`src/include/ddrcke_pkg.sv`:
```
// Constants, commands and states of the DDR3 power-state and init sequencer
package ddrcke_pkg;
  localparam int unsigned CLK_PERIOD_NS = 8;
  localparam int unsigned CK_DIV = 8;
  localparam int unsigned CK_HALF = CK_DIV / 2;
  localparam int unsigned TCK_NS = CK_DIV * CLK_PERIOD_NS;
  localparam int unsigned T_RST_US = 200;
  localparam int unsigned T_INIT_US = 500;
  localparam int unsigned T_CKE_SETUP_NS = 10;
  localparam int unsigned CKE_SETUP_CYC = (T_CKE_SETUP_NS + CLK_PERIOD_NS - 1) / CLK_PERIOD_NS;
  localparam int unsigned T_CLK_STABLE_NS = 10;
  localparam int unsigned CLK_STABLE_CK = 5;
  localparam int unsigned TCKE_CK = 3;
  localparam int unsigned XS_CK = 48;
  localparam int unsigned XPR_CK = (XS_CK > 5) ? XS_CK : 5;
  localparam int unsigned XSDLL_CK = 512;
  localparam int unsigned XP_CK = 3;
  localparam int unsigned MRD_CK = 4;
  localparam int unsigned MOD_CK = 12;
  localparam int unsigned DLLK_CK = 512;
  localparam int unsigned ZQINIT_CK = 512;
  localparam int unsigned INIT_END_CK = (DLLK_CK > ZQINIT_CK) ? DLLK_CK : ZQINIT_CK;
  localparam int unsigned SRX_WR_CK = 512;
  localparam int unsigned T_WR_NS = 15;
  localparam int unsigned WR_MIN_CK = (T_WR_NS + TCK_NS - 1) / TCK_NS;
  localparam int unsigned CKE_AGE_MIN = (TCKE_CK - 1) * CK_DIV;
  // Register byte offsets
  localparam logic [7:0] REG_CTRL = 8'h00;
  localparam logic [7:0] REG_STAT = 8'h04;
  localparam logic [7:0] REG_MR01 = 8'h08;
  localparam logic [7:0] REG_MR23 = 8'h0c;
  localparam logic [31:0] CTRL_RST = 32'h0000_0000;
  localparam logic [31:0] MR01_RST = 32'h0000_0320;
  localparam logic [31:0] MR23_RST = 32'h0000_0000;
  localparam int unsigned CTRL_PD_BIT = 0;
  localparam int unsigned CTRL_SR_BIT = 1;
  localparam int unsigned CTRL_ODT_BIT = 2;
  // Command codes as {cs_n, ras_n, cas_n, we_n}
  localparam logic [3:0] CMD_DES = 4'hf;
  localparam logic [3:0] CMD_NOP = 4'h7;
  localparam logic [3:0] CMD_MRS = 4'h0;
  localparam logic [3:0] CMD_REF = 4'h1;
  localparam logic [3:0] CMD_ZQCL = 4'h6;
  localparam logic [2:0] BA_MR0 = 3'h0;
  localparam logic [2:0] BA_MR1 = 3'h1;
  localparam logic [2:0] BA_MR2 = 3'h2;
  localparam logic [2:0] BA_MR3 = 3'h3;
  localparam int unsigned A_DLL_EN = 0;
  localparam int unsigned A_DLL_RST = 8;
  localparam int unsigned A_ZQ_LONG = 10;
  localparam int unsigned A_RSVD = 13;
  typedef enum logic [3:0] {
    S_RST = 4'h0, S_WAIT = 4'h1, S_CKE = 4'h2, S_XPR = 4'h3,
    S_MR2 = 4'h4, S_MR3 = 4'h5, S_MR1 = 4'h6, S_MR0 = 4'h7,
    S_ZQ = 4'h8, S_IDLE = 4'h9, S_PD = 4'ha, S_SR = 4'hb, S_XIT = 4'hc
  } ddrcke_state_t;
endpackage

```
`src/rtl/ddrcke_regs.sv`:
```
// Wishbone classic register file of the DDR3 power-state sequencer
`timescale 1ns/1ps
module ddrcke_regs (
  input wire logic clk_i,
  input wire logic rst_i,
  input wire logic wb_cyc_i,
  input wire logic wb_stb_i,
  input wire logic wb_we_i,
  input wire logic [7:0] wb_adr_i,
  input wire logic [3:0] wb_sel_i,
  input wire logic [31:0] wb_dat_i,
  output logic [31:0] wb_dat_o,
  output logic wb_ack_o,
  input wire logic [31:0] stat_i,
  output logic [31:0] ctrl_o,
  output logic [31:0] mr01_o,
  output logic [31:0] mr23_o
);
  logic ack_q;
  logic [31:0] dat_q;
  logic [31:0] ctrl_q;
  logic [31:0] mr01_q;
  logic [31:0] mr23_q;
  logic req_w;

  // One-hot select: bit0 ctrl, bit1 stat, bit2 mr01, bit3 mr23, zero if unmapped
  function automatic logic [3:0] reg_sel(input logic [7:0] adr);
    case (adr)
      ddrcke_pkg::REG_CTRL: reg_sel = 4'h1;
      ddrcke_pkg::REG_STAT: reg_sel = 4'h2;
      ddrcke_pkg::REG_MR01: reg_sel = 4'h4;
      ddrcke_pkg::REG_MR23: reg_sel = 4'h8;
      default: reg_sel = 4'h0;
    endcase
  endfunction

  assign req_w = wb_cyc_i & wb_stb_i;

  always_ff @(posedge clk_i) begin
    if (rst_i) begin
      ack_q <= 1'b0;
    end else begin
      ack_q <= req_w & ~ack_q;
    end
  end

  always_ff @(posedge clk_i) begin
    if (rst_i) begin
      dat_q <= 32'h0000_0000;
    end else if (req_w && !ack_q) begin
      case (reg_sel(wb_adr_i))
        4'h1: dat_q <= ctrl_q;
        4'h2: dat_q <= stat_i;
        4'h4: dat_q <= mr01_q;
        4'h8: dat_q <= mr23_q;
        default: dat_q <= 32'h0000_0000;
      endcase
    end
  end

  // Writes land on the edge where the master sees ack
  always_ff @(posedge clk_i) begin
    if (rst_i) begin
      ctrl_q <= ddrcke_pkg::CTRL_RST;
      mr01_q <= ddrcke_pkg::MR01_RST;
      mr23_q <= ddrcke_pkg::MR23_RST;
    end else if (req_w && wb_we_i && ack_q) begin
      for (int b = 0; b < 4; b++) begin
        if (wb_sel_i[b]) begin
          if (reg_sel(wb_adr_i) == 4'h1) ctrl_q[8*b +: 8] <= wb_dat_i[8*b +: 8];
          if (reg_sel(wb_adr_i) == 4'h4) mr01_q[8*b +: 8] <= wb_dat_i[8*b +: 8];
          if (reg_sel(wb_adr_i) == 4'h8) mr23_q[8*b +: 8] <= wb_dat_i[8*b +: 8];
        end
      end
    end
  end

  assign wb_ack_o = ack_q;
  assign wb_dat_o = dat_q;
  assign ctrl_o = ctrl_q;
  assign mr01_o = mr01_q;
  assign mr23_o = mr23_q;
endmodule

```
`src/rtl/ddrcke_ctrl.sv`:
```
// DDR3 reset, initialization, power-down and self-refresh sequencer
//
// The implementer's own choices: the address map and the Wishbone interface to the registers.
`timescale 1ns/1ps
// How it works
// - Only NOP or deselect while CKE toggles, except REFRESH at self-refresh entry
// - Self-refresh entry is REFRESH with CKE falling
// - No self-refresh entry during reads or writes
// - Hold CKE level for minimum pulse time
// - Self-refresh exit: NOP or deselect for exit time, delayed reads
// - Writes wait 512 clocks after self-refresh exit
// - Idle needs banks closed, CKE high, timers expired
// - Reset held 200 us, CKE low before release
// - Wait 500 us after reset before CKE
// - Clock stable and NOP before CKE rises
// - CKE stays high until initialization ends
// - ODT held static low during initialization
// - Wait reset CKE exit time before first MRS
// - Load MR2, MR3, then MR1 with DLL on
// - Then MR0 with DLL reset bit set
// - Long ZQ calibration, wait DLL lock and ZQ
// - MR0 write with reserved bits zero
// - Write recovery field not below the minimum
module ddrcke_ctrl #(
  parameter int unsigned RST_CYC = ddrcke_pkg::T_RST_US * 1000 / ddrcke_pkg::CLK_PERIOD_NS,
  parameter int unsigned WAIT_CYC = ddrcke_pkg::T_INIT_US * 1000 / ddrcke_pkg::CLK_PERIOD_NS
) (
  input wire logic clk_i,
  input wire logic rst_i,
  input wire logic wb_cyc_i,
  input wire logic wb_stb_i,
  input wire logic wb_we_i,
  input wire logic [7:0] wb_adr_i,
  input wire logic [3:0] wb_sel_i,
  input wire logic [31:0] wb_dat_i,
  output logic [31:0] wb_dat_o,
  output logic wb_ack_o,
  input wire logic banks_idle_i,
  input wire logic burst_busy_i,
  input wire logic ref_due_i,
  output logic ck_o,
  output logic reset_n_o,
  output logic cke_o,
  output logic cs_n_o,
  output logic ras_n_o,
  output logic cas_n_o,
  output logic we_n_o,
  output logic [2:0] ba_o,
  output logic [13:0] addr_o,
  output logic odt_o,
  output logic init_done_o,
  output logic idle_o
);
  ddrcke_pkg::ddrcke_state_t st_q;
  logic [31:0] timer_q;
  logic [2:0] ck_cnt_q;
  logic [2:0] ck_next_w;
  logic ck_q;
  logic step_w;
  logic cke_q;
  logic cke_prev_q;
  logic reset_n_q;
  logic odt_q;
  logic [3:0] cmd_q;
  logic [2:0] ba_q;
  logic [13:0] addr_q;
  logic init_done_q;
  logic pd_act_q;
  logic srx_pulse_q;
  logic [15:0] cke_age_q;
  logic [31:0] dll_cnt_q;
  logic [31:0] wr_cnt_q;
  logic rd_ok_w;
  logic wr_ok_w;
  logic hold_ok_w;
  logic idle_w;
  logic wr_clamp_w;
  logic [31:0] ctrl_w;
  logic [31:0] mr01_w;
  logic [31:0] mr23_w;
  logic [31:0] stat_w;
  logic [13:0] mr0_w;
  logic [13:0] mr1_w;
  logic [31:0] rst_low_q;
  logic [31:0] post_rst_q;
  logic [2:0] last_mr_q;

  // Write recovery in clocks for a given MR0 code
  function automatic logic [4:0] wr_cycles(input logic [2:0] code);
    case (code)
      3'h0: wr_cycles = 5'h10;
      3'h1: wr_cycles = 5'h05;
      3'h2: wr_cycles = 5'h06;
      3'h3: wr_cycles = 5'h07;
      3'h4: wr_cycles = 5'h08;
      3'h5: wr_cycles = 5'h0a;
      3'h6: wr_cycles = 5'h0c;
      default: wr_cycles = 5'h0e;
    endcase
  endfunction

  ddrcke_regs u_regs (
    .clk_i(clk_i),
    .rst_i(rst_i),
    .wb_cyc_i(wb_cyc_i),
    .wb_stb_i(wb_stb_i),
    .wb_we_i(wb_we_i),
    .wb_adr_i(wb_adr_i),
    .wb_sel_i(wb_sel_i),
    .wb_dat_i(wb_dat_i),
    .wb_dat_o(wb_dat_o),
    .wb_ack_o(wb_ack_o),
    .stat_i(stat_w),
    .ctrl_o(ctrl_w),
    .mr01_o(mr01_w),
    .mr23_o(mr23_w)
  );

  // Too short a write recovery is replaced by the longest code
  assign wr_clamp_w = wr_cycles(mr01_w[11:9]) < 5'(ddrcke_pkg::WR_MIN_CK);
  always_comb begin
    mr0_w = mr01_w[13:0];
    if (wr_clamp_w) begin
      mr0_w[11:9] = 3'h0;
    end
    mr0_w[ddrcke_pkg::A_DLL_RST] = 1'b1;
    mr0_w[ddrcke_pkg::A_RSVD] = 1'b0;
    mr1_w = mr01_w[29:16];
    mr1_w[ddrcke_pkg::A_DLL_EN] = 1'b0;
  end

  // CK divider; pins change on the CK falling edge, centred for the device
  assign ck_next_w = (ck_cnt_q == 3'(ddrcke_pkg::CK_DIV - 1)) ? 3'h0 : ck_cnt_q + 3'h1;
  assign step_w = (ck_cnt_q == 3'(ddrcke_pkg::CK_HALF - 1));

  always_ff @(posedge clk_i) begin
    if (rst_i) begin
      ck_cnt_q <= 3'h0;
      ck_q <= 1'b0;
    end else begin
      ck_cnt_q <= ck_next_w;
      ck_q <= (ck_next_w < 3'(ddrcke_pkg::CK_HALF));
    end
  end

  // Clocks since CKE last changed, saturating
  always_ff @(posedge clk_i) begin
    if (rst_i) begin
      cke_prev_q <= 1'b0;
      cke_age_q <= 16'hffff;
    end else begin
      cke_prev_q <= cke_q;
      if (cke_q != cke_prev_q) begin
        cke_age_q <= 16'h0001;
      end else if (cke_age_q != 16'hffff) begin
        cke_age_q <= cke_age_q + 16'h0001;
      end
    end
  end

  assign hold_ok_w = (cke_q == cke_prev_q) &&
                     (32'(cke_age_q) >= ddrcke_pkg::CKE_AGE_MIN - 1);

  always_ff @(posedge clk_i) begin
    if (rst_i) begin
      st_q <= ddrcke_pkg::S_RST;
      timer_q <= RST_CYC;
      reset_n_q <= 1'b0;
      cke_q <= 1'b0;
      cmd_q <= ddrcke_pkg::CMD_DES;
      ba_q <= 3'h0;
      addr_q <= 14'h0000;
      init_done_q <= 1'b0;
      pd_act_q <= 1'b0;
      srx_pulse_q <= 1'b0;
    end else begin
      srx_pulse_q <= 1'b0;
      if (timer_q != 32'h0000_0000) begin
        timer_q <= timer_q - 32'h0000_0001;
      end
      if (step_w) begin
        cmd_q <= ddrcke_pkg::CMD_DES;
        if (timer_q == 32'h0000_0000) begin
          case (st_q)
            ddrcke_pkg::S_RST: begin
              reset_n_q <= 1'b1;
              timer_q <= WAIT_CYC;
              st_q <= ddrcke_pkg::S_WAIT;
            end
            ddrcke_pkg::S_WAIT: begin
              cmd_q <= ddrcke_pkg::CMD_NOP;
              timer_q <= 32'(ddrcke_pkg::CK_DIV);
              st_q <= ddrcke_pkg::S_CKE;
            end
            ddrcke_pkg::S_CKE: begin
              cke_q <= 1'b1;
              cmd_q <= ddrcke_pkg::CMD_NOP;
              timer_q <= 32'(ddrcke_pkg::XPR_CK * ddrcke_pkg::CK_DIV);
              st_q <= ddrcke_pkg::S_XPR;
            end
            ddrcke_pkg::S_XPR: begin
              cmd_q <= ddrcke_pkg::CMD_MRS;
              ba_q <= ddrcke_pkg::BA_MR2;
              addr_q <= mr23_w[13:0];
              timer_q <= 32'(ddrcke_pkg::MRD_CK * ddrcke_pkg::CK_DIV);
              st_q <= ddrcke_pkg::S_MR2;
            end
            ddrcke_pkg::S_MR2: begin
              cmd_q <= ddrcke_pkg::CMD_MRS;
              ba_q <= ddrcke_pkg::BA_MR3;
              addr_q <= mr23_w[29:16];
              timer_q <= 32'(ddrcke_pkg::MRD_CK * ddrcke_pkg::CK_DIV);
              st_q <= ddrcke_pkg::S_MR3;
            end
            ddrcke_pkg::S_MR3: begin
              cmd_q <= ddrcke_pkg::CMD_MRS;
              ba_q <= ddrcke_pkg::BA_MR1;
              addr_q <= mr1_w;
              timer_q <= 32'(ddrcke_pkg::MRD_CK * ddrcke_pkg::CK_DIV);
              st_q <= ddrcke_pkg::S_MR1;
            end
            ddrcke_pkg::S_MR1: begin
              cmd_q <= ddrcke_pkg::CMD_MRS;
              ba_q <= ddrcke_pkg::BA_MR0;
              addr_q <= mr0_w;
              timer_q <= 32'(ddrcke_pkg::MOD_CK * ddrcke_pkg::CK_DIV);
              st_q <= ddrcke_pkg::S_MR0;
            end
            ddrcke_pkg::S_MR0: begin
              cmd_q <= ddrcke_pkg::CMD_ZQCL;
              ba_q <= 3'h0;
              addr_q <= 14'h0000;
              addr_q[ddrcke_pkg::A_ZQ_LONG] <= 1'b1;
              timer_q <= 32'(ddrcke_pkg::INIT_END_CK * ddrcke_pkg::CK_DIV);
              st_q <= ddrcke_pkg::S_ZQ;
            end
            ddrcke_pkg::S_ZQ: begin
              init_done_q <= 1'b1;
              st_q <= ddrcke_pkg::S_IDLE;
            end
            ddrcke_pkg::S_IDLE: begin
              if (ctrl_w[ddrcke_pkg::CTRL_SR_BIT] && banks_idle_i && !burst_busy_i &&
                  hold_ok_w) begin
                cke_q <= 1'b0;
                cmd_q <= ddrcke_pkg::CMD_REF;
                st_q <= ddrcke_pkg::S_SR;
              end else if (ctrl_w[ddrcke_pkg::CTRL_PD_BIT] && !ref_due_i && hold_ok_w) begin
                cke_q <= 1'b0;
                pd_act_q <= !banks_idle_i;
                st_q <= ddrcke_pkg::S_PD;
              end
            end
            ddrcke_pkg::S_PD: begin
              if ((!ctrl_w[ddrcke_pkg::CTRL_PD_BIT] || ref_due_i) && hold_ok_w) begin
                cke_q <= 1'b1;
                cmd_q <= ddrcke_pkg::CMD_NOP;
                timer_q <= 32'(ddrcke_pkg::XP_CK * ddrcke_pkg::CK_DIV);
                st_q <= ddrcke_pkg::S_XIT;
              end
            end
            ddrcke_pkg::S_SR: begin
              if (!ctrl_w[ddrcke_pkg::CTRL_SR_BIT] && hold_ok_w) begin
                cke_q <= 1'b1;
                cmd_q <= ddrcke_pkg::CMD_NOP;
                srx_pulse_q <= 1'b1;
                timer_q <= 32'(ddrcke_pkg::XS_CK * ddrcke_pkg::CK_DIV);
                st_q <= ddrcke_pkg::S_XIT;
              end
            end
            ddrcke_pkg::S_XIT: begin
              pd_act_q <= 1'b0;
              st_q <= ddrcke_pkg::S_IDLE;
            end
            default: st_q <= ddrcke_pkg::S_RST;
          endcase
        end
      end
    end
  end

  // Reads and synchronous ODT wait for DLL relock after self-refresh exit
  always_ff @(posedge clk_i) begin
    if (rst_i) begin
      dll_cnt_q <= 32'h0000_0000;
    end else if (srx_pulse_q) begin
      dll_cnt_q <= 32'(ddrcke_pkg::XSDLL_CK * ddrcke_pkg::CK_DIV);
    end else if (dll_cnt_q != 32'h0000_0000) begin
      dll_cnt_q <= dll_cnt_q - 32'h0000_0001;
    end
  end

  always_ff @(posedge clk_i) begin
    if (rst_i) begin
      wr_cnt_q <= 32'h0000_0000;
    end else if (srx_pulse_q) begin
      wr_cnt_q <= 32'(ddrcke_pkg::SRX_WR_CK * ddrcke_pkg::CK_DIV);
    end else if (wr_cnt_q != 32'h0000_0000) begin
      wr_cnt_q <= wr_cnt_q - 32'h0000_0001;
    end
  end

  assign rd_ok_w = init_done_q && cke_q && (dll_cnt_q == 32'h0000_0000) && !srx_pulse_q;
  assign wr_ok_w = init_done_q && cke_q && (wr_cnt_q == 32'h0000_0000) && !srx_pulse_q;
  assign idle_w = (st_q == ddrcke_pkg::S_IDLE) && cke_q && (timer_q == 32'h0000_0000) &&
                  banks_idle_i && !burst_busy_i;

  // ODT stays low through init, DLL relock, and power-down or self-refresh from their second CK, then follows software
  always_ff @(posedge clk_i) begin
    if (rst_i) begin
      odt_q <= 1'b0;
    end else if (step_w) begin
      odt_q <= ctrl_w[ddrcke_pkg::CTRL_ODT_BIT] && rd_ok_w;
    end
  end

  assign stat_w = {22'h0, wr_clamp_w, pd_act_q, idle_w, wr_ok_w, rd_ok_w, init_done_q, st_q};

  assign ck_o = ck_q;
  assign reset_n_o = reset_n_q;
  assign cke_o = cke_q;
  assign {cs_n_o, ras_n_o, cas_n_o, we_n_o} = cmd_q;
  assign ba_o = ba_q;
  assign addr_o = addr_q;
  assign odt_o = odt_q;
  assign init_done_o = init_done_q;
  assign idle_o = idle_w;

  // Helper counters for the checks below
  always_ff @(posedge clk_i) begin
    if (rst_i) begin
      rst_low_q <= 32'h0000_0000;
      post_rst_q <= 32'h0000_0000;
      last_mr_q <= 3'h7;
    end else begin
      if (!reset_n_q && rst_low_q != 32'hffff_ffff) rst_low_q <= rst_low_q + 32'h0000_0001;
      if (reset_n_q && post_rst_q != 32'hffff_ffff) post_rst_q <= post_rst_q + 32'h0000_0001;
      // An MRS stands a whole CK; record it only on its last clk cycle
      if (cmd_q == ddrcke_pkg::CMD_MRS && step_w) last_mr_q <= ba_q;
    end
  end
endmodule

```
`config.mk`:
```
export PLATFORM = sky130hd
export DESIGN_NAME = ddrcke_ctrl
export DESIGN_NICKNAME = d
export VERILOG_FILES = /design/src/include/ddrcke_pkg.sv /design/src/rtl/ddrcke_regs.sv /design/src/rtl/ddrcke_ctrl.sv
export SDC_FILE = /design/constraint.sdc
export NUM_CORES = 1
export LEC_CHECK = 0
export BUFFER_PORTS_ARGS = -buffer_cell sky130_fd_sc_hd__buf_2
export CAP_MARGIN = 20
export CORE_UTILIZATION = 30
export DETAILED_ROUTE_END_ITERATION = 8
export PLACE_DENSITY_LB_ADDON = 0.3
export SLEW_MARGIN = 10
export SYNTH_ARGS = -nofsm -noshare
export SYNTH_HDL_FRONTEND = slang
export SYNTH_HIERARCHICAL = 1
export SYNTH_SLANG_ARGS = --single-unit
```
`constraint.sdc`:
```
create_clock -name clk_i -period 2.5 [get_ports clk_i]
set_input_delay 0.5 -clock clk_i [delete_from_list [all_inputs] [get_ports clk_i]]
set_output_delay 0.5 -clock clk_i [all_outputs]
set_load 0.01 [all_outputs]
```
# Word level (Yosys, flattened, before mapping)
# Index checks and enable logic that the tools add are counted.
# classes
reduce_logical,72
muxes,52
magnitude_cmp,3
bitwise_logic,6
addsub,5
n_eq_ne,47
# op_table
op,count
$pmux 32 s8,1
$mux 32,5
$pmux 32 s4,1
$logic_not 32->1,3
$reduce_bool 32->1,3
$sub 32x1->32 const B,3
$mux 4,22
$pmux 14 s5,1
$mux 13,4
$pmux 4 s12,1
$reduce_and 3->1,16
$eq 4x4->1 const B,10
$eq 4x3->1 const B,9
$pmux 5 s7,1
$mux 16,2
$eq 4x1->1 const B,6
$pmux 4 s6,1
$logic_and 1x1->1,21
$add 16x1->16 const B,1
$eq 8x4->1 const B,2
$ge 16x4->1 const B,1
$ne 16x16->1 const B,1
$pmux 4 s4,1
$eq 3x3->1 const B,4
31 further kinds,65
# totals
output_inout_bits,60
in_bits,52
register_bits,277

# Depth between registers and ports, before layout
# Gate-level depths: netlist (run 1).
# logic_depth
ltp_word,7
mapped_depth,11
mapped_depth_nobuf,9

# Cells and area by module
# Netlist (run 1), hierarchy kept.
# by_module_without_submodules
module,area_each_um2,cells_each,n_inst
ddrcke_ctrl,7354.6,879,1
ddrcke_regs,6293.5,616,1

# Worst setup path after synthesis (run 1)
# OpenSTA, ideal clock, no wires.
# synth_path
path_kind,reg2reg
startpoint,register dll_cnt_q[17]
endpoint,register u_regs.dat_q[5] (netlist: u_regs/wb_dat_o[5])
arrival_time_ps,2649
setup_slack_ps,-234
path_buffers,3
setup_time_ps,86
stages_incl_launch_ff,11
path_cell_list,dfxtp_1 or4_4 or4_4 buf_6 or4_4 buf_6 buf_6 nor2_4 mux2_2 a221oi_1 a211oi_1
# synth_via
elab_chain_len,4
# synth_rtl
item,line_no,text
from (decl),ddrcke_ctrl.sv:71,logic [31:0] dll_cnt_q;
from (signal assigned),ddrcke_ctrl.sv:286,dll_cnt_q <= 32'(ddrcke_pkg::XSDLL_CK * ddrcke_pkg::CK_DIV);
from (signal assigned),ddrcke_ctrl.sv:288,dll_cnt_q <= dll_cnt_q - 32'h0000_0001;
$logic_not 32->1,ddrcke_ctrl.sv:302,assign rd_ok_w = init_done_q && cke_q && (dll_cnt_q == 32'h0000_0000) && !srx_pulse_q;
$logic_and 1x1->1 (2 in series),ddrcke_ctrl.sv:302,
net rd_ok_w,ddrcke_ctrl.sv:73,logic rd_ok_w;
$pmux 32 s4,ddrcke_regs.sv:51,case (reg_sel(wb_adr_i))
to (signal assigned),ddrcke_regs.sv:52,4'h1: dat_q <= ctrl_q;
to (signal assigned),ddrcke_regs.sv:53,4'h2: dat_q <= stat_i;
to (signal assigned),ddrcke_regs.sv:54,4'h4: dat_q <= mr01_q;
to (decl),ddrcke_regs.sv:20,logic [31:0] dat_q;
# The timed path passes the listed nets, and every way through them passes these cells.
# A chain may end at the register's enable or synchronous reset.

# Final worst setup path (run 1)
# layout_path
startpoint,register timer_q[25]
endpoint,output port idle_o
# layout_via
elab_chain_len,4
# layout_rtl
item,line_no,text
from (decl),ddrcke_ctrl.sv:55,logic [31:0] timer_q;
from (signal assigned),ddrcke_ctrl.sv:179,timer_q <= timer_q - 32'h0000_0001;
from (signal assigned),ddrcke_ctrl.sv:192,timer_q <= 32'(ddrcke_pkg::CK_DIV);
from (signal assigned),ddrcke_ctrl.sv:198,timer_q <= 32'(ddrcke_pkg::XPR_CK * ddrcke_pkg::CK_DIV);
$logic_not 32->1,ddrcke_ctrl.sv:304,assign idle_w = (st_q == ddrcke_pkg::S_IDLE) && cke_q && (timer_q == 32'h0000_0000) &&
$logic_and 1x1->1 (2 in series),ddrcke_ctrl.sv:304,
$logic_and 1x1->1,ddrcke_ctrl.sv:305,banks_idle_i && !burst_busy_i;
to (decl),ddrcke_ctrl.sv:52,output logic idle_o
# Every way passes these cells.

==> reports/results.ini, run 1 <==
[sta]
final_max_slew_viol_count = 0
hold_violations = 0
maxClockFrequency_ghz = 0.335
fin_worst_skew_ps = 9.97
fin_ws_ps = -485
fin_setup_tns_ps = -1090
period_share_pct = 119
period_minus_slack_ps = 2980
rsz0062_at_grt = yes
whs_ps = 265
tightest_slew_ps = 943
setup_violations = 16
slew_headroom_pct = 36.8

[grt]
grt_pass1_wl_um = 63600
grt_overflow = 0
grt_max_degree = 84
grt_pass1_vias = 11271
grt_usage_pct = 17.1
antenna_found_initial = 0

[worst_setup_path]
crit_arrival_ps = 2480
worstPathCellList = or4_4 -> or4_4 -> nor3_4 -> and4_4 -> buf_6
crit_path_end_kind = output pin
r2r_start = timer_q[25]
critPathKind = register to output pin
path_max_fanout = 3
r2r_slack_ps = -230
required_ps = 2000
reg2reg_to = timer_q[5]
start_kind = register
r2r_cells = 9
slowest_delay_ps = 570
cp_slowest_cell = or4_4
path_depth = 5
crit_path_frequent_cell = or4_4
cp_top_family = simple AND/OR/NAND/NOR gates
cp_num_buf_inv = 1

[synth]
synth_top_flop_cell = dfxtp_1
synth_compound_area_share_pct = 12.0
yosysUniqueCellTypes = 71
yosys.area_share.xor_xnor_pct = 6.03
yosysSeqAreaShare_pct = 40.3
synth_cells = 1495
async_reset_ff_share_pct = 0
netlist_area_um2 = 13600
yosys.area.top_type = dfxtp_1
synth_edf_count = 0
synth_mux_area_share_pct = 11.5
synth_adder_area_share_pct = 0.733
syn-mean-instance-area_um2 = 9.13
synth.area.top_cells = dfxtp_1, mux2i_1, nand2b_1
synth.top_cell.area_share_pct = 40.3
ys_warn_count = 6
ys_ff_latch = 275
yosys.area_share.simple_pct = 25.3
synth_top_family_by_area = simple AND/OR/NAND/NOR gates

[clocking]
cts_max_level = 2
root_buffer = clkbuf_16
clock_sinks = 275
clkTransAtPathRegs_ps = 60
clock_path_buffers = 3
cts_buffers = 34
clk_latency_ps = 520
tritoncts = done

[floorplanning]
boundaryPins = 112
dieArea_um2 = 46300
initial_core_util_pct = 30.7
rows = 77
core-area_um2 = 44500
die_y_um = 215
fp.dieW_um = 215

[power_and_ir_drop]
p_leak_nw = 6.73
pwr-share-seq_pct = 34.3
p_sw_w = 0.00537
pwr-share-comb_pct = 33.5
power.density_nw_per_um2 = 963
p_sw_share_pct = 33.3
power.clock.fraction_pct = 32.2
intPower_w = 0.0107
peakVddDrop_uv = 449

[drt]
vias_per_cell = 5.14
dr.pass1.iters = 5
antenna_left = 0
avgRoutedWirePerCell_um = 17.8
drt-initial-drc-count = 741
routed-via-count = 11677
drc_errors = 0
routed_wirelength_um = 40500

[hold_path]
hp-class = input pin to register
hp-start = wb_dat_i[9]
min_path_cells = 3
holdPathEnd = u_regs/mr01_o[9]

[finish]
drive_gt1_share_pct = 20.8
multi_input_area_um2 = 7800
fillCellCount = 4553
nets = 1720
synthToLayoutAreaGrowth_pct = 22.7
n_antenna_cell = 0
ff_latch_area_um2 = 5510

[placement]
dp_slack_ps = -43.1
place_congestion = 0.832
dp_hpwl_um = 27800
io_buffer_count = 110

[outcome]
status = finished, violations left
violations = negative setup slack

[run]
cap_viol_max_count = 0

==> cell usage in the layout, fill, tap and decap left out, drive strengths merged, types with 39 or more instances in the layout <==
cell type	netlist	final
a211oi	41	41
xnor2	42	42
nor3	39	39
nand2	61	61
o21bai	39	39
xor2	52	52
buf	20	211
a21oi	40	40
nand2b	133	133
nor2	160	160
mux2i	119	119
dfxtp	275	275
nand4	48	48
clkbuf	85	48
==> registers in the layout, indices dropped and copies added, names as in the netlist, 4 cells and up <==
signal / cells
u_regs/mr01_o: 32
u_regs/mr23_o: 32
addr_o: 14
st_q: 4
u_regs/ctrl_o: 32
cke_age_q: 16
wr_cnt_q: 32
dll_cnt_q: 32
u_regs/wb_dat_o: 32
timer_q: 32
==> stage by stage <==
step                power, W  util [%]  instance area (um^2)  instances
detailed placement    0.0109      34.6                 15400       2208
finish                0.0161      37.6                 16700       2273
global route          0.0172      37.6                 16700       2273
CTS                   0.0162      37.4                 16700       2271
floorplan            0.00934         -                 13800       1518
global placement      0.0108      34.6                 15400       2208
==> worst register-to-register path, cell delays in order, from the launching register on <==
cell	delay (ps)
dfxtp_1	300
or4_4	540
or4_4	570
buf_4	160
buf_6	110
buf_4	130
o31ai_4	270
nor3_2	90
xor2_1	150
or3_1	300
==> kinds of logic (layout without fill, tap and decap cells) <==
logic type / after synthesis / in the layout
AOI/OAI and AO/OA: 228 / 228
xor gates and xnor gates: 94 / 94
adders and majority gates: 8 / 8
buffers and inverters: 121 / 284
DFF: 275 / 275
muxes: 152 / 152
other: 1 / 24
and+or+nand+nor: 616 / 616
==> power by group through the flow <==
stage	clock network (W)	registers [W]	logic, W
floorplan	0	0.00548	0.00386
global placement	0	0.00557	0.00520
detailed placement	0	0.00559	0.00527
CTS	0.00532	0.00551	0.00532
global route	0.00552	0.00560	0.00606
finish	0.00520	0.00552	0.00540
==> final cells by class <==
class | instances | share of cell area, %
clock buffer | 48 | 6.20
clock inverter | 9 | 0.882
inverter | 16 | 0.359
multi-input combinational | 1122 | 46.6
sequential | 275 | 32.9
tap | 592 | 4.42
timing repair buffer | 211 | 8.65
==> worst max-delay path by stage <==
| stage | start | to |
|---|---|---|
| detailed placement | timer_q[26] | idle_o |
| global placement | timer_q[26] | idle_o |
| floorplan | dll_cnt_q[20] | u_regs/wb_dat_o[5] |
| finish | timer_q[25] | idle_o |
| global route | timer_q[1] | idle_o |
| CTS | timer_q[25] | idle_o |
==> cells in the mapped netlist, types with 32 or more instances <==
cell / number
mux2i_1: 119
clkbuf_1: 81
a221oi_1: 32
nand2_1: 61
xor2_1: 52
nor2_1: 159
xnor2_1: 42
nand4_1: 45
mux2_2: 33
nor3_1: 38
a21oi_1: 39
o21bai_1: 39
dfxtp_1: 275
a211oi_1: 41
nand2b_1: 133
==> repair_timing <==
item	CTS	global route
hold buffers	0	0
pin swaps	3	11
setup buffers	5	2
cloned	1	0
endpoints found under the setup margin	21	71
gates resized for setup	17	15
==> metal layers <==
layer | up-vias | global-route usage, % | part of all wire, %
met2 | 312 | 27.3 | 46
met1 | 5618 | 23.5 | 46
met4 | 0 | 5.91 | 3.1
met5 | - | 0 | 0
li1 | 5680 | - | -
met3 | 67 | 2.42 | 5.0
(Power assumes the default switching activity.)
==> run 2, diff against run 1 <==
- SKIP_CTS_REPAIR_TIMING: not set -> 1
==> run 2 against run 1 <==
  * The run still ends with negative setup slack left
  * Clock skew about the same
  * Hold slack better by 1.2 ps
  * Final cell count up 0.13%
  * Sequential share of layout area fell by 0.11 points
  * Critical path depth unchanged
  * Non-clock buffer count rose by 3
  * First-iteration DRC count shrank 2.3%
  * Utilization increased by 0.13 points
  * Global-route usage fell by 0.10 points
  * Maximum frequency is 0.36% lower
  * Critical endpoint unchanged
  * Highest routed layer unchanged
==> reports/results.ini, run 2 (synthesis gave the netlist of run 1 again) <==
[finish]
layout_commonest_cell = dfxtp_1
n_antenna_cell = 0  ; unchanged
layout_common_cells = dfxtp_1, nor2_1, nand2b_1, mux2i_1, buf_2
fin_area_um2 = 16800  ; +0.35%
fillCellCount = 4539  ; -0.31%
drive_gt1_share_pct = 21.3  ; +0.50 points
synthToLayoutAreaGrowth_pct = 23.1
multi_input_area_um2 = 7830  ; +0.35%
nets = 1723  ; +0.17%
ff_latch_area_um2 = 5510  ; about the same
fin_cells = 2276  ; +0.13%

[floorplanning]
die_y_um = 215  ; unchanged
initial_core_util_pct = 30.7  ; unchanged
core-area_um2 = 44500  ; unchanged
fp.dieW_um = 215  ; unchanged
dieArea_um2 = 46300  ; unchanged
rows = 77  ; unchanged
boundaryPins = 112  ; unchanged

[clocking]
tritoncts = done
cts_max_level = 2  ; unchanged
clock_path_buffers = 3  ; unchanged
root_buffer = clkbuf_16
clk_latency_ps = 520  ; about the same
clkTransAtPathRegs_ps = 50  ; about the same
cts_buffers = 34  ; unchanged
clock_sinks = 275  ; unchanged

[grt]
grt_pass1_vias = 11207  ; -0.57%
grt_overflow = 0  ; unchanged
grt_pass1_wl_um = 63300  ; -0.55%
grt_usage_pct = 17.0  ; -0.10 points
grt_max_degree = 84  ; unchanged
antenna_found_initial = 0  ; unchanged

[drt]
vias_per_cell = 5.11  ; -0.63%
routed_wirelength_um = 40500  ; about the same
drc_errors = 0  ; unchanged
drt-initial-drc-count = 724  ; -2.3%
routed-via-count = 11619  ; -0.50%
antenna_left = 0  ; unchanged
avgRoutedWirePerCell_um = 17.8  ; -0.21%
dr.pass1.iters = 6  ; +1

[sta]
setup_violations = 30  ; +14
fin_worst_skew_ps = 9.54  ; -0.430 ps
tightest_slew_ps = 915  ; -28.3 ps
slew_headroom_pct = 38.7  ; +1.9 points
hold_violations = 0  ; unchanged
rsz0062_at_grt = yes
period_minus_slack_ps = 3000  ; +10.7 ps
maxClockFrequency_ghz = 0.334  ; -0.36%
fin_ws_ps = -495  ; -10.7 ps
final_max_slew_viol_count = 0  ; unchanged
period_share_pct = 120  ; +0.43 points

[placement]
dp_hpwl_um = 27800  ; unchanged
place_congestion = 0.832  ; unchanged
dp_cells = 2208  ; unchanged
dp_slack_ps = -43.1  ; unchanged
place_area_um2 = 15400  ; unchanged
io_buffer_count = 110  ; unchanged

[hold_path]
hp-class = input pin to register

[outcome]
status = finished, violations left
violations = negative setup slack

[worst_setup_path]
required_ps = 2000  ; about the same
crit_arrival_ps = 2500  ; +20 ps
r2r_slack_ps = -490  ; -260 ps
startpoint = timer_q[27]
endpoint = idle_o
r2r_cells = 12  ; +3
critPathKind = register to output pin
path_max_fanout = 3  ; unchanged
start_kind = register
r2r_start = timer_q[27]
crit_path_end_kind = output pin
reg2reg_to = timer_q[5]

[power_and_ir_drop]
power.density_nw_per_um2 = 960  ; -0.30%
peakVddDrop_uv = 449  ; about the same
p_leak_nw = 6.73  ; about the same

[run]
cap_viol_max_count = 0  ; unchanged

## run 2: changes by cell type in the layout (fill, tap and decap cells not counted), sizes merged
cell	delta
buf	+3
## run 2: metal layers
layer  global-route usage, %  vias to the layer above  share of wire, %  routed length, um
met3                    2.42                       67               4.3               1750
met5                       0                        -                 0                  0
li1                        -                     5689                 -                  -
met4                    5.91                        0               3.1               1240
met1                    23.4                     5589                47              19000
met2                    27.1                      274                46              18500
## run 2: worst min path at each step
| stage | slack, ps | depth (start not counted) | endpoint | startpoint |
|---|---|---|---|---|
| after floorplan | 410 | 1 | ck_cnt_q[0] | ck_cnt_q[0] |
| after global placement | 420 | 1 | ck_cnt_q[0] | ck_cnt_q[0] |
| after detailed placement | 420 | 1 | ck_cnt_q[0] | ck_cnt_q[0] |
| after CTS | 250 | 3 | u_regs/mr01_o[9] | wb_dat_i[9] |
| after global routing | 280 | 3 | u_regs/mr01_o[9] | wb_dat_i[9] |
| final | 270 | 3 | u_regs/mr01_o[9] | wb_dat_i[9] |
## run 2: through the flow
step	utilization [%]	total power (W)	setup TNS (ps)	hold slack, ps
2_1_floorplan	-	0.00934	-359	407
3_3_place_gp	34.6	0.0108	-3.97	417
3_5_place_dp	34.6	0.0109	-472	424
4_1_cts	37.2	0.0161	-1380	251
5_1_grt	37.7	0.0172	-13710	279
6_report	37.7	0.0161	-10860	266
## run 2: layout make-up
class,count,area share [%]
multi-input cells,1122,46.6
flip-flops and latches,275,32.8
clock inverters,9,0.879
repair buffers,214,8.80
clock buffers,48,6.17
inverters,16,0.357
well taps,592,4.41
## run 2: where the power goes
part           internal (W)  switching (W)
registers           0.00498       0.000541
logic               0.00249        0.00292
clock network       0.00329        0.00191
total                0.0108        0.00537
## run 2: critical path, stage by stage, from the launching register on
cell and delay [ps]:
dfxtp_1 330, or4_4 530, or4_4 570, nor3_4 170
and4_4 240, buf_4 130
==> run 3, diff against run 2 <==
- REMOVE_ABC_BUFFERS: not set -> 1
==> run 3 against run 2 <==
  * The flow still finishes with violations (negative setup slack)
  * Clock skew up 19 ps
  * Flip-flop and latch count unchanged
  * First-iteration DRC count is 13% lower
  * Critical path depth stayed put
  * Critical path type unchanged
  * Largest power group unchanged
==> reports/results.ini, run 3 (synthesis gave the netlist of run 1 again) <==
[worst_setup_path]
cp_num_buf_inv = 1  ; unchanged
cp_slowest_cell = or4_4
required_ps = 2000  ; about the same
worstPathCellList = or4_4 -> or4_4 -> nor3_4 -> and4_4 -> buf_6
crit_path_frequent_cell = or4_4
start_kind = register
critPathKind = register to output pin
crit_path_end_kind = output pin
crit_arrival_ps = 2650  ; +150 ps
r2r_cells = 10  ; -2
r2r_start = timer_q[26]
slowest_delay_ps = 580  ; about the same
path_max_fanout = 2  ; -1
r2r_slack_ps = -210  ; +280 ps
reg2reg_to = addr_o[8]
cp_top_family = simple AND/OR/NAND/NOR gates

[run]
cap_viol_max_count = 0  ; unchanged

[clocking]
cts_buffers = 31  ; -8.8%
clkTransAtPathRegs_ps = 70  ; +20 ps
root_buffer = clkbuf_16
tritoncts = done
clock_path_buffers = 3  ; unchanged
cts_max_level = 1  ; -1
clock_sinks = 275  ; unchanged
clk_latency_ps = 590  ; +70 ps

[floorplanning]
fp.dieW_um = 215  ; unchanged
die_y_um = 215  ; unchanged
boundaryPins = 112  ; unchanged
core-area_um2 = 44500  ; unchanged
dieArea_um2 = 46300  ; unchanged
initial_core_util_pct = 30.7  ; unchanged
rows = 77  ; unchanged

[power_and_ir_drop]
peakVddDrop_uv = 528  ; +18%
p_sw_share_pct = 34.1  ; +0.82 points
pwr-share-seq_pct = 35.7  ; +1.5 points
p_sw_w = 0.00525  ; -2.2%
pwr-share-comb_pct = 34.6  ; +1.1 points
power.density_nw_per_um2 = 918  ; -4.4%
power.clock.fraction_pct = 29.7  ; -2.5 points
intPower_w = 0.0101  ; -5.7%
p_leak_nw = 6.77  ; +0.48%

[sta]
rsz0062_at_grt = yes
period_minus_slack_ps = 3150  ; +151 ps
fin_worst_skew_ps = 29.0  ; +19.4 ps
setup_violations = 24  ; -20%
maxClockFrequency_ghz = 0.318  ; -4.8%
final_max_slew_viol_count = 0  ; unchanged
tightest_slew_ps = 558  ; -356 ps
hold_violations = 0  ; unchanged
slew_headroom_pct = 62.7  ; +24 points
fin_ws_ps = -646  ; -151 ps
period_share_pct = 126  ; +6.0 points

[drt]
drc_errors = 0  ; unchanged
dr.pass1.iters = 5  ; -1
antenna_left = 0  ; unchanged
drt-initial-drc-count = 627  ; -13%
avgRoutedWirePerCell_um = 16.8  ; -5.6%
routed_wirelength_um = 38500  ; -4.8%
vias_per_cell = 5.04  ; -1.2%
routed-via-count = 11575  ; -0.38%

[placement]
dp_hpwl_um = 26000  ; -6.5%
dp_cells = 2225  ; +0.77%
io_buffer_count = 110  ; unchanged
place_congestion = 0.817  ; -1.8%

[finish]
fin_cells = 2295  ; +0.83%
nets = 1739  ; +0.93%
layout_common_cells = dfxtp_1, nor2_1, nand2b_1, mux2i_1, buf_2
synthToLayoutAreaGrowth_pct = 22.8
layout_commonest_cell = dfxtp_1
n_antenna_cell = 0  ; unchanged
drive_gt1_share_pct = 22.0  ; +0.70 points
final_util_pct = 37.7  ; -0.082 points

[grt]
grt_pass1_wl_um = 61900  ; -2.2%
grt_pass1_vias = 11430  ; +2.0%
grt_usage_pct = 16.2  ; -0.79 points
grt_max_degree = 91  ; +8.3%
grt_overflow = 0  ; unchanged
antenna_found_initial = 0  ; unchanged

[outcome]
status = finished, violations left
violations = negative setup slack

[hold_path]
hp-start = wb_dat_i[9]
hp-class = input pin to register
min_path_cells = 3  ; unchanged
holdPathEnd = u_regs/mr01_o[9]

==> run 3: changes by cell type in the layout (fill, tap and decap cells not counted), moves of 4 or more <==
cell	before	now
buf_4	88	105
a211oi_2	1	5
clkbuf_8	7	3
a211oi_1	40	36
clkinv_2	4	12
clkbuf_16	37	33
==> run 3: metrics by stage <==
stage / hold slack [ps] / worst slack [ps] / power, W / instance area [um^2] / setup TNS, ps
finish: 223 / -646 / 0.0154 / 16800 / -3750
global route: 228 / -714 / 0.0165 / 16800 / -6270
CTS: 199 / -965 / 0.0155 / 16500 / -10020
detailed placement: 426 / -338 / 0.0109 / 15500 / -7780
global placement: 415 / -304 / 0.0108 / 15500 / -5580
floorplan: 403 / -3190 / 0.00910 / 13200 / -225950
==> run 3: metal layers <==
| metal | vias to the layer above | GRT usage (%) | part of all wire, % |
|---|---|---|---|
| met5 | - | 0 | 0 |
| li1 | 5724 | - | - |
| met2 | 219 | 27.0 | 46 |
| met3 | 48 | 2.75 | 4.3 |
| met1 | 5584 | 22.0 | 48 |
| met4 | 0 | 3.24 | 1.7 |
==> run 3: power by group through the flow <==
stage	sequential, W	combinational [W]	clock, W
global route	0.00558	0.00600	0.00489
floorplan	0.00549	0.00362	0
CTS	0.00549	0.00531	0.00470
finish	0.00549	0.00532	0.00457
detailed placement	0.00557	0.00528	0
global placement	0.00556	0.00523	0
==> run 3: worst max-delay path by stage <==
stage	slack (ps)	end	from	cells after the start
after floorplan	-3190	u_regs/wb_dat_o[29]	wb_adr_i[4]	3
after global placement	-300	idle_o	timer_q[0]	7
after detailed placement	-340	addr_o[12]	timer_q[0]	10
after CTS	-970	idle_o	timer_q[0]	7
after global routing	-710	idle_o	timer_q[0]	7
final	-650	idle_o	timer_q[26]	5
==> run 3: layout make-up <==
cell class                      instances  area, um^2
Multi-Input combinational cell       1122        7800
Inverter                               16        60.1
Timing Repair Buffer                  233        1640
Fill cell                            4544       27700
Tap cell                              592         741
Clock buffer                           40         840
Clock inverter                         17         178
Sequential cell                       275        5510
==> run 3: worst min-delay path, delay by kind of cell <==
kind	cells	cell delay, ps
multiplexers	1	140
buffers and inverters	1	90
AND/OR/NAND/NOR	1	40
